--- src/logic/dms_pkg.sv ---
`default_nettype none
package dms_pkg;
  localparam int CLK_PERIOD_NS  = 5;
  localparam int PDN_ACCEPT_NS  = 150;
  localparam int PDN_REJECT_NS  = 30;
  localparam int PDN_ACCEPT_CYC = (PDN_ACCEPT_NS + CLK_PERIOD_NS - 1) / CLK_PERIOD_NS;
  localparam int PDN_REJECT_CYC = PDN_REJECT_NS / CLK_PERIOD_NS;
  localparam int PDN_THRESH_CYC = (PDN_ACCEPT_CYC + PDN_REJECT_CYC) / 2;
  localparam int PDN_CNT_W      = 6;

  localparam int SWITCH_FS_TICKS = 3;

  localparam int ADDR_W = 4;
  localparam int DATA_W = 8;
  localparam logic [3:0] ADDR_CTRL     = 4'h0;
  localparam logic [3:0] ADDR_SPEED    = 4'h1;
  localparam logic [3:0] ADDR_STATUS   = 4'h2;
  localparam logic [3:0] ADDR_RATIO_LO = 4'h3;
  localparam logic [3:0] ADDR_RATIO_HI = 4'h4;

  localparam int CTRL_RUN_BIT   = 0;
  localparam int CTRL_AUTO_BIT  = 1;
  localparam int CTRL_IFSEL_BIT = 2;
  localparam logic [2:0] CTRL_RESET  = 3'h1;
  localparam logic [2:0] SPEED_RESET = 3'h0;

  localparam int STAT_RUN_BIT   = 0;
  localparam int STAT_DSD_BIT   = 1;
  localparam int STAT_AUTO_BIT  = 2;
  localparam int STAT_RATIO_BIT = 3;
  localparam int STAT_SPD_LSB   = 4;

  typedef enum logic [2:0] {
    SPD_NORMAL = 3'b000,
    SPD_DOUBLE = 3'b001,
    SPD_QUAD   = 3'b010,
    SPD_OCT    = 3'b100,
    SPD_HEX    = 3'b101
  } dms_speed_e;

  typedef enum logic [1:0] {
    ST_HOLD   = 2'b00,
    ST_SWITCH = 2'b01,
    ST_RUN    = 2'b10
  } dms_state_e;

  localparam int RATIO_W = 12;
  localparam logic [11:0] RATIO_SAT      = 12'hfff;
  localparam logic [11:0] NORMAL_MIN     = 12'h100;
  localparam logic [11:0] NORMAL_MAX     = 12'h480;
  localparam logic [11:0] DOUBLE_MIN     = 12'h100;
  localparam logic [11:0] DOUBLE_MAX     = 12'h200;
  localparam logic [11:0] QUAD_LO        = 12'h0c0;
  localparam logic [11:0] QUAD_HI        = 12'h100;
  localparam logic [11:0] OCT_MIN        = 12'h020;
  localparam logic [11:0] OCT_MAX        = 12'h080;
  localparam logic [11:0] HEX_MIN        = 12'h010;
  localparam logic [11:0] HEX_MAX        = 12'h040;
  localparam logic [11:0] AUTO_NORM_MIN  = 12'h200;
  localparam logic [11:0] AUTO_DBL_MIN   = 12'h100;
  localparam logic [11:0] AUTO_QUAD_MIN  = 12'h080;
  localparam logic [11:0] AUTO_OCT_MIN   = 12'h040;

  localparam int NUM_PINS = 7;
  localparam int PIN_BCK  = 0;
  localparam int PIN_FRM  = 1;
  localparam int PIN_SDI  = 2;
  localparam int PIN_DCK  = 3;
  localparam int PIN_DSL  = 4;
  localparam int PIN_DSR  = 5;
  localparam int PIN_PAR  = 6;
endpackage
`default_nettype wire

--- src/logic/dms_top.sv ---
// The register addresses and strobed register access were chosen for this implementation.
`default_nettype none
module dms_top
  import dms_pkg::*;
(
  input  wire logic              clk,
  input  wire logic              srst,
  input  wire logic [ADDR_W-1:0] regAddr,
  input  wire logic [DATA_W-1:0] regWdata,
  input  wire logic              regWe,
  input  wire logic              regRe,
  output var  logic [DATA_W-1:0] regRdata,
  input  wire logic              powerDownPinN,
  input  wire logic              parallelMode,
  input  wire logic              serialBitClock,
  input  wire logic              frameClock,
  input  wire logic              serialAudioIn,
  input  wire logic              dsdBitClock,
  input  wire logic              dsdLeftIn,
  input  wire logic              dsdRightIn,
  output var  logic              coreRun,
  output var  logic              dsdActive,
  output var  logic [2:0]        speedEff,
  output var  logic              ratioOk,
  output var  logic              dataBitClock,
  output var  logic              dataFrame,
  output var  logic              dataLeft,
  output var  logic              dataRight
);

  logic [NUM_PINS-1:0] pinRaw;
  logic [NUM_PINS-1:0] pinSync;
  logic                pdnLevel;
  logic                pdnActive;
  logic                hardRst;

  assign pinRaw[PIN_BCK] = serialBitClock;
  assign pinRaw[PIN_FRM] = frameClock;
  assign pinRaw[PIN_SDI] = serialAudioIn;
  assign pinRaw[PIN_DCK] = dsdBitClock;
  assign pinRaw[PIN_DSL] = dsdLeftIn;
  assign pinRaw[PIN_DSR] = dsdRightIn;
  assign pinRaw[PIN_PAR] = parallelMode;

  genvar gi;
  generate
    for (gi = 0; gi < NUM_PINS; gi++) begin : g_pin
      dms_sync3 #(
        .RESET_VAL (1'b0)
      ) u_sync (
        .clk  (clk),
        .srst (srst),
        .din  (pinRaw[gi]),
        .dout (pinSync[gi])
      );
    end
  endgenerate

  dms_sync3 #(
    .RESET_VAL (1'b1)
  ) u_pdn_sync (
    .clk  (clk),
    .srst (srst),
    .din  (powerDownPinN),
    .dout (pdnLevel)
  );

  dms_pdn_filter u_pdn_filter (
    .clk       (clk),
    .srst      (srst),
    .pinLevel  (pdnLevel),
    .pdnActive (pdnActive)
  );

  // pin low resets
  // every register below also returns to its reset value on accepted power-down
  assign hardRst = srst || pdnActive;

  // ---- register file ----
  logic       runBit_r;
  logic       autoBit_r;
  logic       ifSelBit_r;
  logic [2:0] speedCode_r;
  logic       wrCtrl;
  logic       wrSpeed;

  assign wrCtrl  = regWe && (regAddr == ADDR_CTRL);
  assign wrSpeed = regWe && (regAddr == ADDR_SPEED);

  // manual after release
  // auto bit returns to 0 whenever power-down is taken
  always_ff @(posedge clk) begin
    if (hardRst) begin
      runBit_r   <= CTRL_RESET[CTRL_RUN_BIT];
      autoBit_r  <= CTRL_RESET[CTRL_AUTO_BIT];
      ifSelBit_r <= CTRL_RESET[CTRL_IFSEL_BIT];
    end else if (wrCtrl) begin
      runBit_r   <= regWdata[CTRL_RUN_BIT];
      autoBit_r  <= regWdata[CTRL_AUTO_BIT];
      ifSelBit_r <= regWdata[CTRL_IFSEL_BIT];
    end
  end

  always_ff @(posedge clk) begin
    if (hardRst) begin
      speedCode_r <= SPEED_RESET;
    end else if (wrSpeed) begin
      speedCode_r <= regWdata[2:0];
    end
  end

  // ---- frame period measurement in master clock cycles ----
  logic               frPrev_r;
  logic               frRise;
  logic [RATIO_W-1:0] periodCnt_r;
  logic [RATIO_W-1:0] ratio_r;

  assign frRise = pinSync[PIN_FRM] && !frPrev_r;

  always_ff @(posedge clk) begin
    if (hardRst) begin
      frPrev_r <= 1'b0;
    end else begin
      frPrev_r <= pinSync[PIN_FRM];
    end
  end

  // ratio self-detected
  // a stopped frame clock saturates and reads as out of range
  always_ff @(posedge clk) begin
    if (hardRst) begin
      periodCnt_r <= '0;
      ratio_r     <= RATIO_SAT;
    end else if (frRise) begin
      periodCnt_r <= RATIO_W'(1);
      ratio_r     <= periodCnt_r;
    end else if (periodCnt_r != RATIO_SAT) begin
      periodCnt_r <= periodCnt_r + 1'b1;
    end else begin
      ratio_r     <= RATIO_SAT;
    end
  end

  // ---- sample-rate tick from the measured period ----
  logic [RATIO_W-1:0] fsTimer_r;
  logic               fsTick;

  assign fsTick = (fsTimer_r == '0);

  always_ff @(posedge clk) begin
    if (hardRst) begin
      fsTimer_r <= RATIO_SAT;
    end else if (fsTick) begin
      fsTimer_r <= ratio_r - 1'b1;
    end else begin
      fsTimer_r <= fsTimer_r - 1'b1;
    end
  end

  // ---- speed selection ----
  logic [2:0] autoSpeed;

  always_comb begin
    if (ratio_r >= AUTO_NORM_MIN) begin
      autoSpeed = SPD_NORMAL;
    end else if (ratio_r >= AUTO_DBL_MIN) begin
      autoSpeed = SPD_DOUBLE;
    end else if (ratio_r >= AUTO_QUAD_MIN) begin
      autoSpeed = SPD_QUAD;
    end else if (ratio_r >= AUTO_OCT_MIN) begin
      autoSpeed = SPD_OCT;
    end else begin
      autoSpeed = SPD_HEX;
    end
  end

  always_ff @(posedge clk) begin
    if (hardRst) begin
      speedEff <= SPD_NORMAL;
    end else if (autoBit_r) begin
      speedEff <= autoSpeed;
    end else begin
      unique case (speedCode_r)
        3'b000:  speedEff <= SPD_NORMAL;
        3'b001:  speedEff <= SPD_DOUBLE;
        3'b010:  speedEff <= SPD_QUAD;
        3'b011:  speedEff <= speedEff;
        3'b100:  speedEff <= SPD_OCT;
        3'b101:  speedEff <= SPD_HEX;
        3'b110:  speedEff <= SPD_OCT;
        3'b111:  speedEff <= SPD_HEX;
      endcase
    end
  end

  // ---- ratio range check against current speed ----
  logic ratioInRange;

  always_comb begin
    ratioInRange = 1'b0;
    case (speedEff)
      SPD_NORMAL: ratioInRange = (ratio_r >= NORMAL_MIN) && (ratio_r <= NORMAL_MAX);
      SPD_DOUBLE: ratioInRange = (ratio_r >= DOUBLE_MIN) && (ratio_r <= DOUBLE_MAX);
      SPD_QUAD:   ratioInRange = (ratio_r == QUAD_LO) || (ratio_r == QUAD_HI);
      SPD_OCT:    ratioInRange = (ratio_r >= OCT_MIN) && (ratio_r <= OCT_MAX);
      SPD_HEX:    ratioInRange = (ratio_r >= HEX_MIN) && (ratio_r <= HEX_MAX);
      default:    ratioInRange = 1'b0;
    endcase
  end

  // dsd carries no frame clock, so the check only means something in pcm
  always_ff @(posedge clk) begin
    if (hardRst) begin
      ratioOk <= 1'b0;
    end else begin
      ratioOk <= ratioInRange && !dsdActive;
    end
  end

  // ---- interface changeover ----
  dms_state_e state_r;
  logic [1:0] tickCnt_r;
  logic       ifReq;
  logic       startSwitch;

  assign ifReq = ifSelBit_r && !pinSync[PIN_PAR];

  assign startSwitch = ((state_r == ST_HOLD) && runBit_r)
                    || ((state_r == ST_RUN) && runBit_r && (ifReq != dsdActive));

  // two to three fs
  // ticks are free running, so three ticks span two to three periods
  always_ff @(posedge clk) begin
    if (hardRst) begin
      state_r <= ST_HOLD;
    end else if (!runBit_r) begin
      state_r <= ST_HOLD;
    end else begin
      unique case (state_r)
        ST_HOLD: begin
          state_r <= ST_SWITCH;
        end
        ST_SWITCH: begin
          if (fsTick && (tickCnt_r == 2'(SWITCH_FS_TICKS - 1))) begin
            state_r <= ST_RUN;
          end
        end
        ST_RUN: begin
          if (ifReq != dsdActive) begin
            state_r <= ST_SWITCH;
          end
        end
        default: begin
          state_r <= ST_HOLD;
        end
      endcase
    end
  end

  always_ff @(posedge clk) begin
    if (hardRst) begin
      tickCnt_r <= '0;
    end else if (startSwitch) begin
      tickCnt_r <= '0;
    end else if ((state_r == ST_SWITCH) && fsTick) begin
      tickCnt_r <= tickCnt_r + 1'b1;
    end
  end

  always_ff @(posedge clk) begin
    if (hardRst) begin
      dsdActive <= 1'b0;
    end else if (startSwitch) begin
      dsdActive <= ifReq;
    end
  end

  always_ff @(posedge clk) begin
    if (hardRst) begin
      coreRun <= 1'b0;
    end else begin
      coreRun <= (state_r == ST_RUN) && runBit_r && (ifReq == dsdActive);
    end
  end

  // ---- data source routing ----
  // pin set per mode
  // master clock domain
  // outputs sit at zero outside run to keep the datapath quiet
  always_ff @(posedge clk) begin
    if (hardRst || !coreRun) begin
      dataBitClock <= 1'b0;
      dataFrame    <= 1'b0;
      dataLeft     <= 1'b0;
      dataRight    <= 1'b0;
    end else if (dsdActive) begin
      dataBitClock <= pinSync[PIN_DCK];
      dataFrame    <= 1'b0;
      dataLeft     <= pinSync[PIN_DSL];
      dataRight    <= pinSync[PIN_DSR];
    end else begin
      dataBitClock <= pinSync[PIN_BCK];
      dataFrame    <= pinSync[PIN_FRM];
      dataLeft     <= pinSync[PIN_SDI];
      dataRight    <= 1'b0;
    end
  end

  // ---- register read port ----
  logic [DATA_W-1:0] statusWord;

  always_comb begin
    statusWord = '0;
    statusWord[STAT_RUN_BIT]   = coreRun;
    statusWord[STAT_DSD_BIT]   = dsdActive;
    statusWord[STAT_AUTO_BIT]  = autoBit_r;
    statusWord[STAT_RATIO_BIT] = ratioOk;
    statusWord[STAT_SPD_LSB +: 3] = speedEff;
  end

  // unmapped addresses read as zero; no read side effects
  always_ff @(posedge clk) begin
    if (hardRst) begin
      regRdata <= '0;
    end else if (regRe) begin
      case (regAddr)
        ADDR_CTRL:     regRdata <= {5'h00, ifSelBit_r, autoBit_r, runBit_r};
        ADDR_SPEED:    regRdata <= {5'h00, speedCode_r};
        ADDR_STATUS:   regRdata <= statusWord;
        ADDR_RATIO_LO: regRdata <= ratio_r[7:0];
        ADDR_RATIO_HI: regRdata <= {4'h0, ratio_r[11:8]};
        default:       regRdata <= '0;
      endcase
    end else begin
      regRdata <= '0;
    end
  end

endmodule // dms_top
`default_nettype wire

--- src/logic/dms_sync3.sv ---
`default_nettype none
module dms_sync3 #(
  parameter logic RESET_VAL = 1'b0
) (
  input  wire logic clk,
  input  wire logic srst,
  input  wire logic din,
  output var  logic dout
);
  logic s1;
  logic s2;
  logic s3;

  always_ff @(posedge clk) begin
    if (srst) begin
      s1 <= RESET_VAL;
      s2 <= RESET_VAL;
      s3 <= RESET_VAL;
    end else begin
      s1 <= din;
      s2 <= s1;
      s3 <= s2;
    end
  end

  // a change counts only once stages two and three agree
  always_ff @(posedge clk) begin
    if (srst) begin
      dout <= RESET_VAL;
    end else if (s2 == s3) begin
      dout <= s3;
    end
  end
endmodule // dms_sync3
`default_nettype wire

--- src/logic/dms_pdn_filter.sv ---
`default_nettype none
module dms_pdn_filter
  import dms_pkg::*;
(
  input  wire logic clk,
  input  wire logic srst,
  input  wire logic pinLevel,
  output var  logic pdnActive
);
  logic [PDN_CNT_W-1:0] lowCnt_r;
  localparam logic [PDN_CNT_W-1:0] THRESH = PDN_CNT_W'(PDN_THRESH_CYC);

  always_ff @(posedge clk) begin
    if (srst) begin
      lowCnt_r <= '0;
    end else if (pinLevel) begin
      lowCnt_r <= '0;
    end else if (lowCnt_r != THRESH) begin
      lowCnt_r <= lowCnt_r + 1'b1;
    end
  end

  // short glitches rejected
  // threshold sits between reject and accept widths
  always_ff @(posedge clk) begin
    if (srst) begin
      pdnActive <= 1'b0;
    end else begin
      pdnActive <= !pinLevel && (lowCnt_r >= THRESH - 1'b1);
    end
  end
endmodule // dms_pdn_filter
`default_nettype wire

--- config.mk ---
export PLATFORM = sky130hd
export DESIGN_NAME = dms_top
export DESIGN_NICKNAME = d
export VERILOG_FILES = /design/src/logic/dms_pkg.sv /design/src/logic/dms_top.sv /design/src/logic/dms_sync3.sv /design/src/logic/dms_pdn_filter.sv
export SDC_FILE = /design/constraint.sdc
export NUM_CORES = 1
export LEC_CHECK = 0
export BUFFER_PORTS_ARGS = -buffer_cell sky130_fd_sc_hd__buf_4
export CORE_MARGIN = 2
export CORE_UTILIZATION = 55
export DETAILED_ROUTE_END_ITERATION = 16
export PLACE_DENSITY = 0.85
export SETUP_SLACK_MARGIN = 0.5
export SLEW_MARGIN = 20
export SYNTH_ARGS = -nofsm -noshare
export SYNTH_HDL_FRONTEND = slang
export SYNTH_SLANG_ARGS = --single-unit
--- constraint.sdc ---
create_clock -name clk -period 3.75 [get_ports clk]
set_input_delay 0.1875 -clock clk [delete_from_list [all_inputs] [get_ports clk]]
set_output_delay 0.1875 -clock clk [all_outputs]
set_load 0.005 [all_outputs]
==> summary.txt <==
Detailed routing
  – Drt first pass iters: 5
  – Final wirelength: a little over 9000 µm
  – Post-DRT Antenna Nets: 0
  – Vias: 3669
  – Vias per inst: 5.833
  – Final routed DRC violation total: 0
  – Initial DRC Count: 191
  – WL/cell: between 10 and 15 µm

Worst setup path
  – WS Path Type: flip-flop to flip-flop
  – Worst path arrival time: 2.80 ns
  – Startpoint Class: flip-flop
  – CP max FO: 9
  – Crit end category: flip-flop
  – CP required: 3.98 ns

Synthesis
  – Number of flops mapped to enable cells by yosys: 0
  – Avg Synthesized Cell Area: 8.873 µm²
  – Post-synth top area cell: dfxtp_1
  – Post-synthesis sequential area ratio: 0.4760
  – FF+latch count, synth: 104
  – Main flop type after synthesis: dfxtp_1
  – Mapped Area: 4374 µm²
  – Most numerous cell in the Yosys netlist: dfxtp_1
  – Yosys top cell area share: 0.4760
  – Post-synthesis async set-or-reset flop share: 0
  – Synth cell types: 53
  – Post-Syn Nets: 524
  – Largest cells by area after synthesis: dfxtp_1 48%, nor2_1 4.6%, nor2b_1 3.7%
  – Top cells by count, synth: 104 x dfxtp_1, 54 x nor2_1, 36 x nand2_1, 31 x a21oi_1, 27 x o21ai_0
  – Mapped Cells: 493
  – Syn. warnings: 0

Clock network
  – Post-CTS setup buffers: 0
  – Clock slew at reported path FFs: 0.10 ns
  – Clk Tree Root Cell: clkbuf_8
  – H-tree depth: 3
  – CTS buffer count: 9
  – CTS tree: done
  – Clock buffer depth: 2
  – Worst skew pair latency: about 0.36 ns
  – Resize count post-CTS: 0
  – Total clock sinks: 104

Floorplan
  – Die footprint: 8683 µm²
  – Num rows: 32
  – Core area: between 7000 and 8000 µm²
  – DIE WIDTH: between 90 and 100 µm
  – Die H: a little over 90 µm
  – Io pins: 42
  – Starting Density: 0.5661

Global route
  – Vias in the first global route: 3432
  – GR Util All Layers: 0.2215
  – First-pass GRT wire length: 15550 µm
  – Largest net degree at the start of global routing: 40
  – Total gr overflow: 0
  – Initial antenna violation count: 0

Place
  – Hpwl dp: 6516 µm
  – Inst Count DP: 612
  – PortBufs: 36
  – Placer congestion estimate: roughly 0.96

Timing
  – Achievable Freq: approximately 400 MHz
  – Final setup skew: 0.009572 ns
  – Tcrit/Tclk final: 0.6866
  – Worst Max-Slew Pin Slew: between 1 and 1.5 ns
  – Setup violators final: 0
  – Max Slew Vio Count: 0
  – Final setup TNS: 0 ns
  – Final Hold Viols: 0
  – Fin crit period: 2.575 ns
  – RSZ-0062 raised after global routing: no
  – Max-Slew Margin vs Limit: 0.2809

Cells and area
  – Fraction of layout cells with a size suffix above 1: 0.1347
  – # diodes: 0
  – Final nets: 553
  – Fillcell total: between 600 and 700
  – Non-Filler Instances: 629
  – Synthesis-to-layout area growth: 12.47%

Hold path
  – Hold WC Path Type: input pin to flip-flop

Power and ir drop
  – Leakage Power: 1.841 nW
  – PwrDens: between 300 and 400 nW/µm²
  – Worst IR Drop VDD: 0.3535 mV
  – Total power: approximately 1.9 mW

Flow run
  – Max-cap check violation count: 0

Outcome
  – Outcome: finished, final reports clean
per-stage QoR:
step,utilization,hold WS [ns],cell area [µm²],setup slack [ns]
6_report,0.6367,0.02718,4920,1.175
3_3_place_gp,0.6101,0.3754,4715,1.234
2_1_floorplan,-,0.2913,4374,1.472
4_1_cts,0.6367,0.01302,4920,1.175
3_5_place_dp,0.6101,0.3761,4715,1.180
5_1_grt,0.6367,0.01746,4920,1.005
cells in the final DEF, fill, tap and decap left out, types with 4 or more instances in the layout:
cell and n:
or3_1 8, o21ai_0 27, o21a_1 4, ha_1 7, nand2b_1 5, nor3b_1 4, buf_4 38, and3_1 4
nand2_1 36, a21oi_1 31, nand3_1 14, nand4_1 8, dfxtp_1 104, a31oi_1 11, xnor2_1 9, nor4b_1 4
nor2_1 54, o21ai_1 5, clkbuf_8 10, or2_2 6, inv_1 8, nor3_1 24, nor2b_1 26, xor2_1 9
mux2i_1 10, a211oi_1 5
critical path, cell delays in order (launching register included):
cell,delay (ns)
dfxtp_1,0.35
or4_4,0.58
nor4_4,0.54
a21oi_1,0.17
ha_1,0.23
nor3b_1,0.16
o21a_1,0.18
a31oi_1,0.18
a41oi_1,0.05
cells by family after synthesis:
| kind of cell | synth area share |
|---|---|
| buffers and inverters | 0.02488 |
| DFF | 0.4760 |
| and+or+nand+nor | 0.2614 |
| AOI/OAI and AO/OA | 0.1510 |
| muxes | 0.03061 |
| adders and majority gates | 0.02002 |
| xor gates and xnor gates | 0.03604 |
power breakdown:
group          switching, mW  internal (mW)  leakage (nW)  total (mW)
Sequential            0.0155           1.12         0.845        1.14
Clock                  0.402          0.278         0.102       0.680
Combinational         0.0404         0.0364         0.894      0.0769
area by class of cell:
type,count,area (µm²),share of cell area
Timing Repair Buffer,39,295.3,0.06002
Sequential cell,104,2082,0.4232
Multi-Input combinational cell,360,2190,0.4451
Tap cell,102,127.6,0.02594
Clock inverter,6,57.56,0.01170
Clock buffer,10,137.6,0.02798
Inverter,8,30.03,0.006104
final timing paths:
kind | to | startpoint | slack, ns | depth (start not counted)
hold / removal | g_pin[2].u_sync.s1$_SDFF_PP0_ | serialAudioIn | 0.03 | 2
setup reg to reg | fsTimer_r[10]$_SDFF_PP1_ | fsTimer_r[1]$_SDFF_PP1_ | 1.18 | 8
hold reg to reg | u_pdn_sync.s2$_SDFF_PP1_ | u_pdn_sync.s1$_SDFF_PP1_ | 0.43 | 1
setup / recovery | fsTimer_r[10]$_SDFF_PP1_ | fsTimer_r[1]$_SDFF_PP1_ | 1.18 | 8
registers in the layout (all words and copies together) (netlist names), 2 cells and up:
register	count
ratio_r	12
periodCnt_r	12
g_pin.u_sync.dout	7
speedEff	3
speedCode_r	3
g_pin.u_sync.s3	7
tickCnt_r	2
g_pin.u_sync.s2	7
u_pdn_filter.lowCnt_r	6
regRdata	8
fsTimer_r	12
g_pin.u_sync.s1	7
state_r	2
routing by layer:
metal / GRT usage / routed length [µm] / vias to the layer above / part of all wire
li1: - / - / 1817 / -
met1: 0.2708 / 3892 / 1699 / 0.43
met2: 0.3720 / 4533 / 137 / 0.50
met3: 0.05560 / 531 / 16 / 0.058
met4: 0.09314 / 165 / 0 / 0.018
met5: 0 / 0 / - / 0
what timing repair did:
action	4_1_cts	5_1_grt
endpoints found under the setup margin	0	0
hold buffers	1	0
endpoints found under the hold margin	1	0
(Power assumes the default switching activity.)
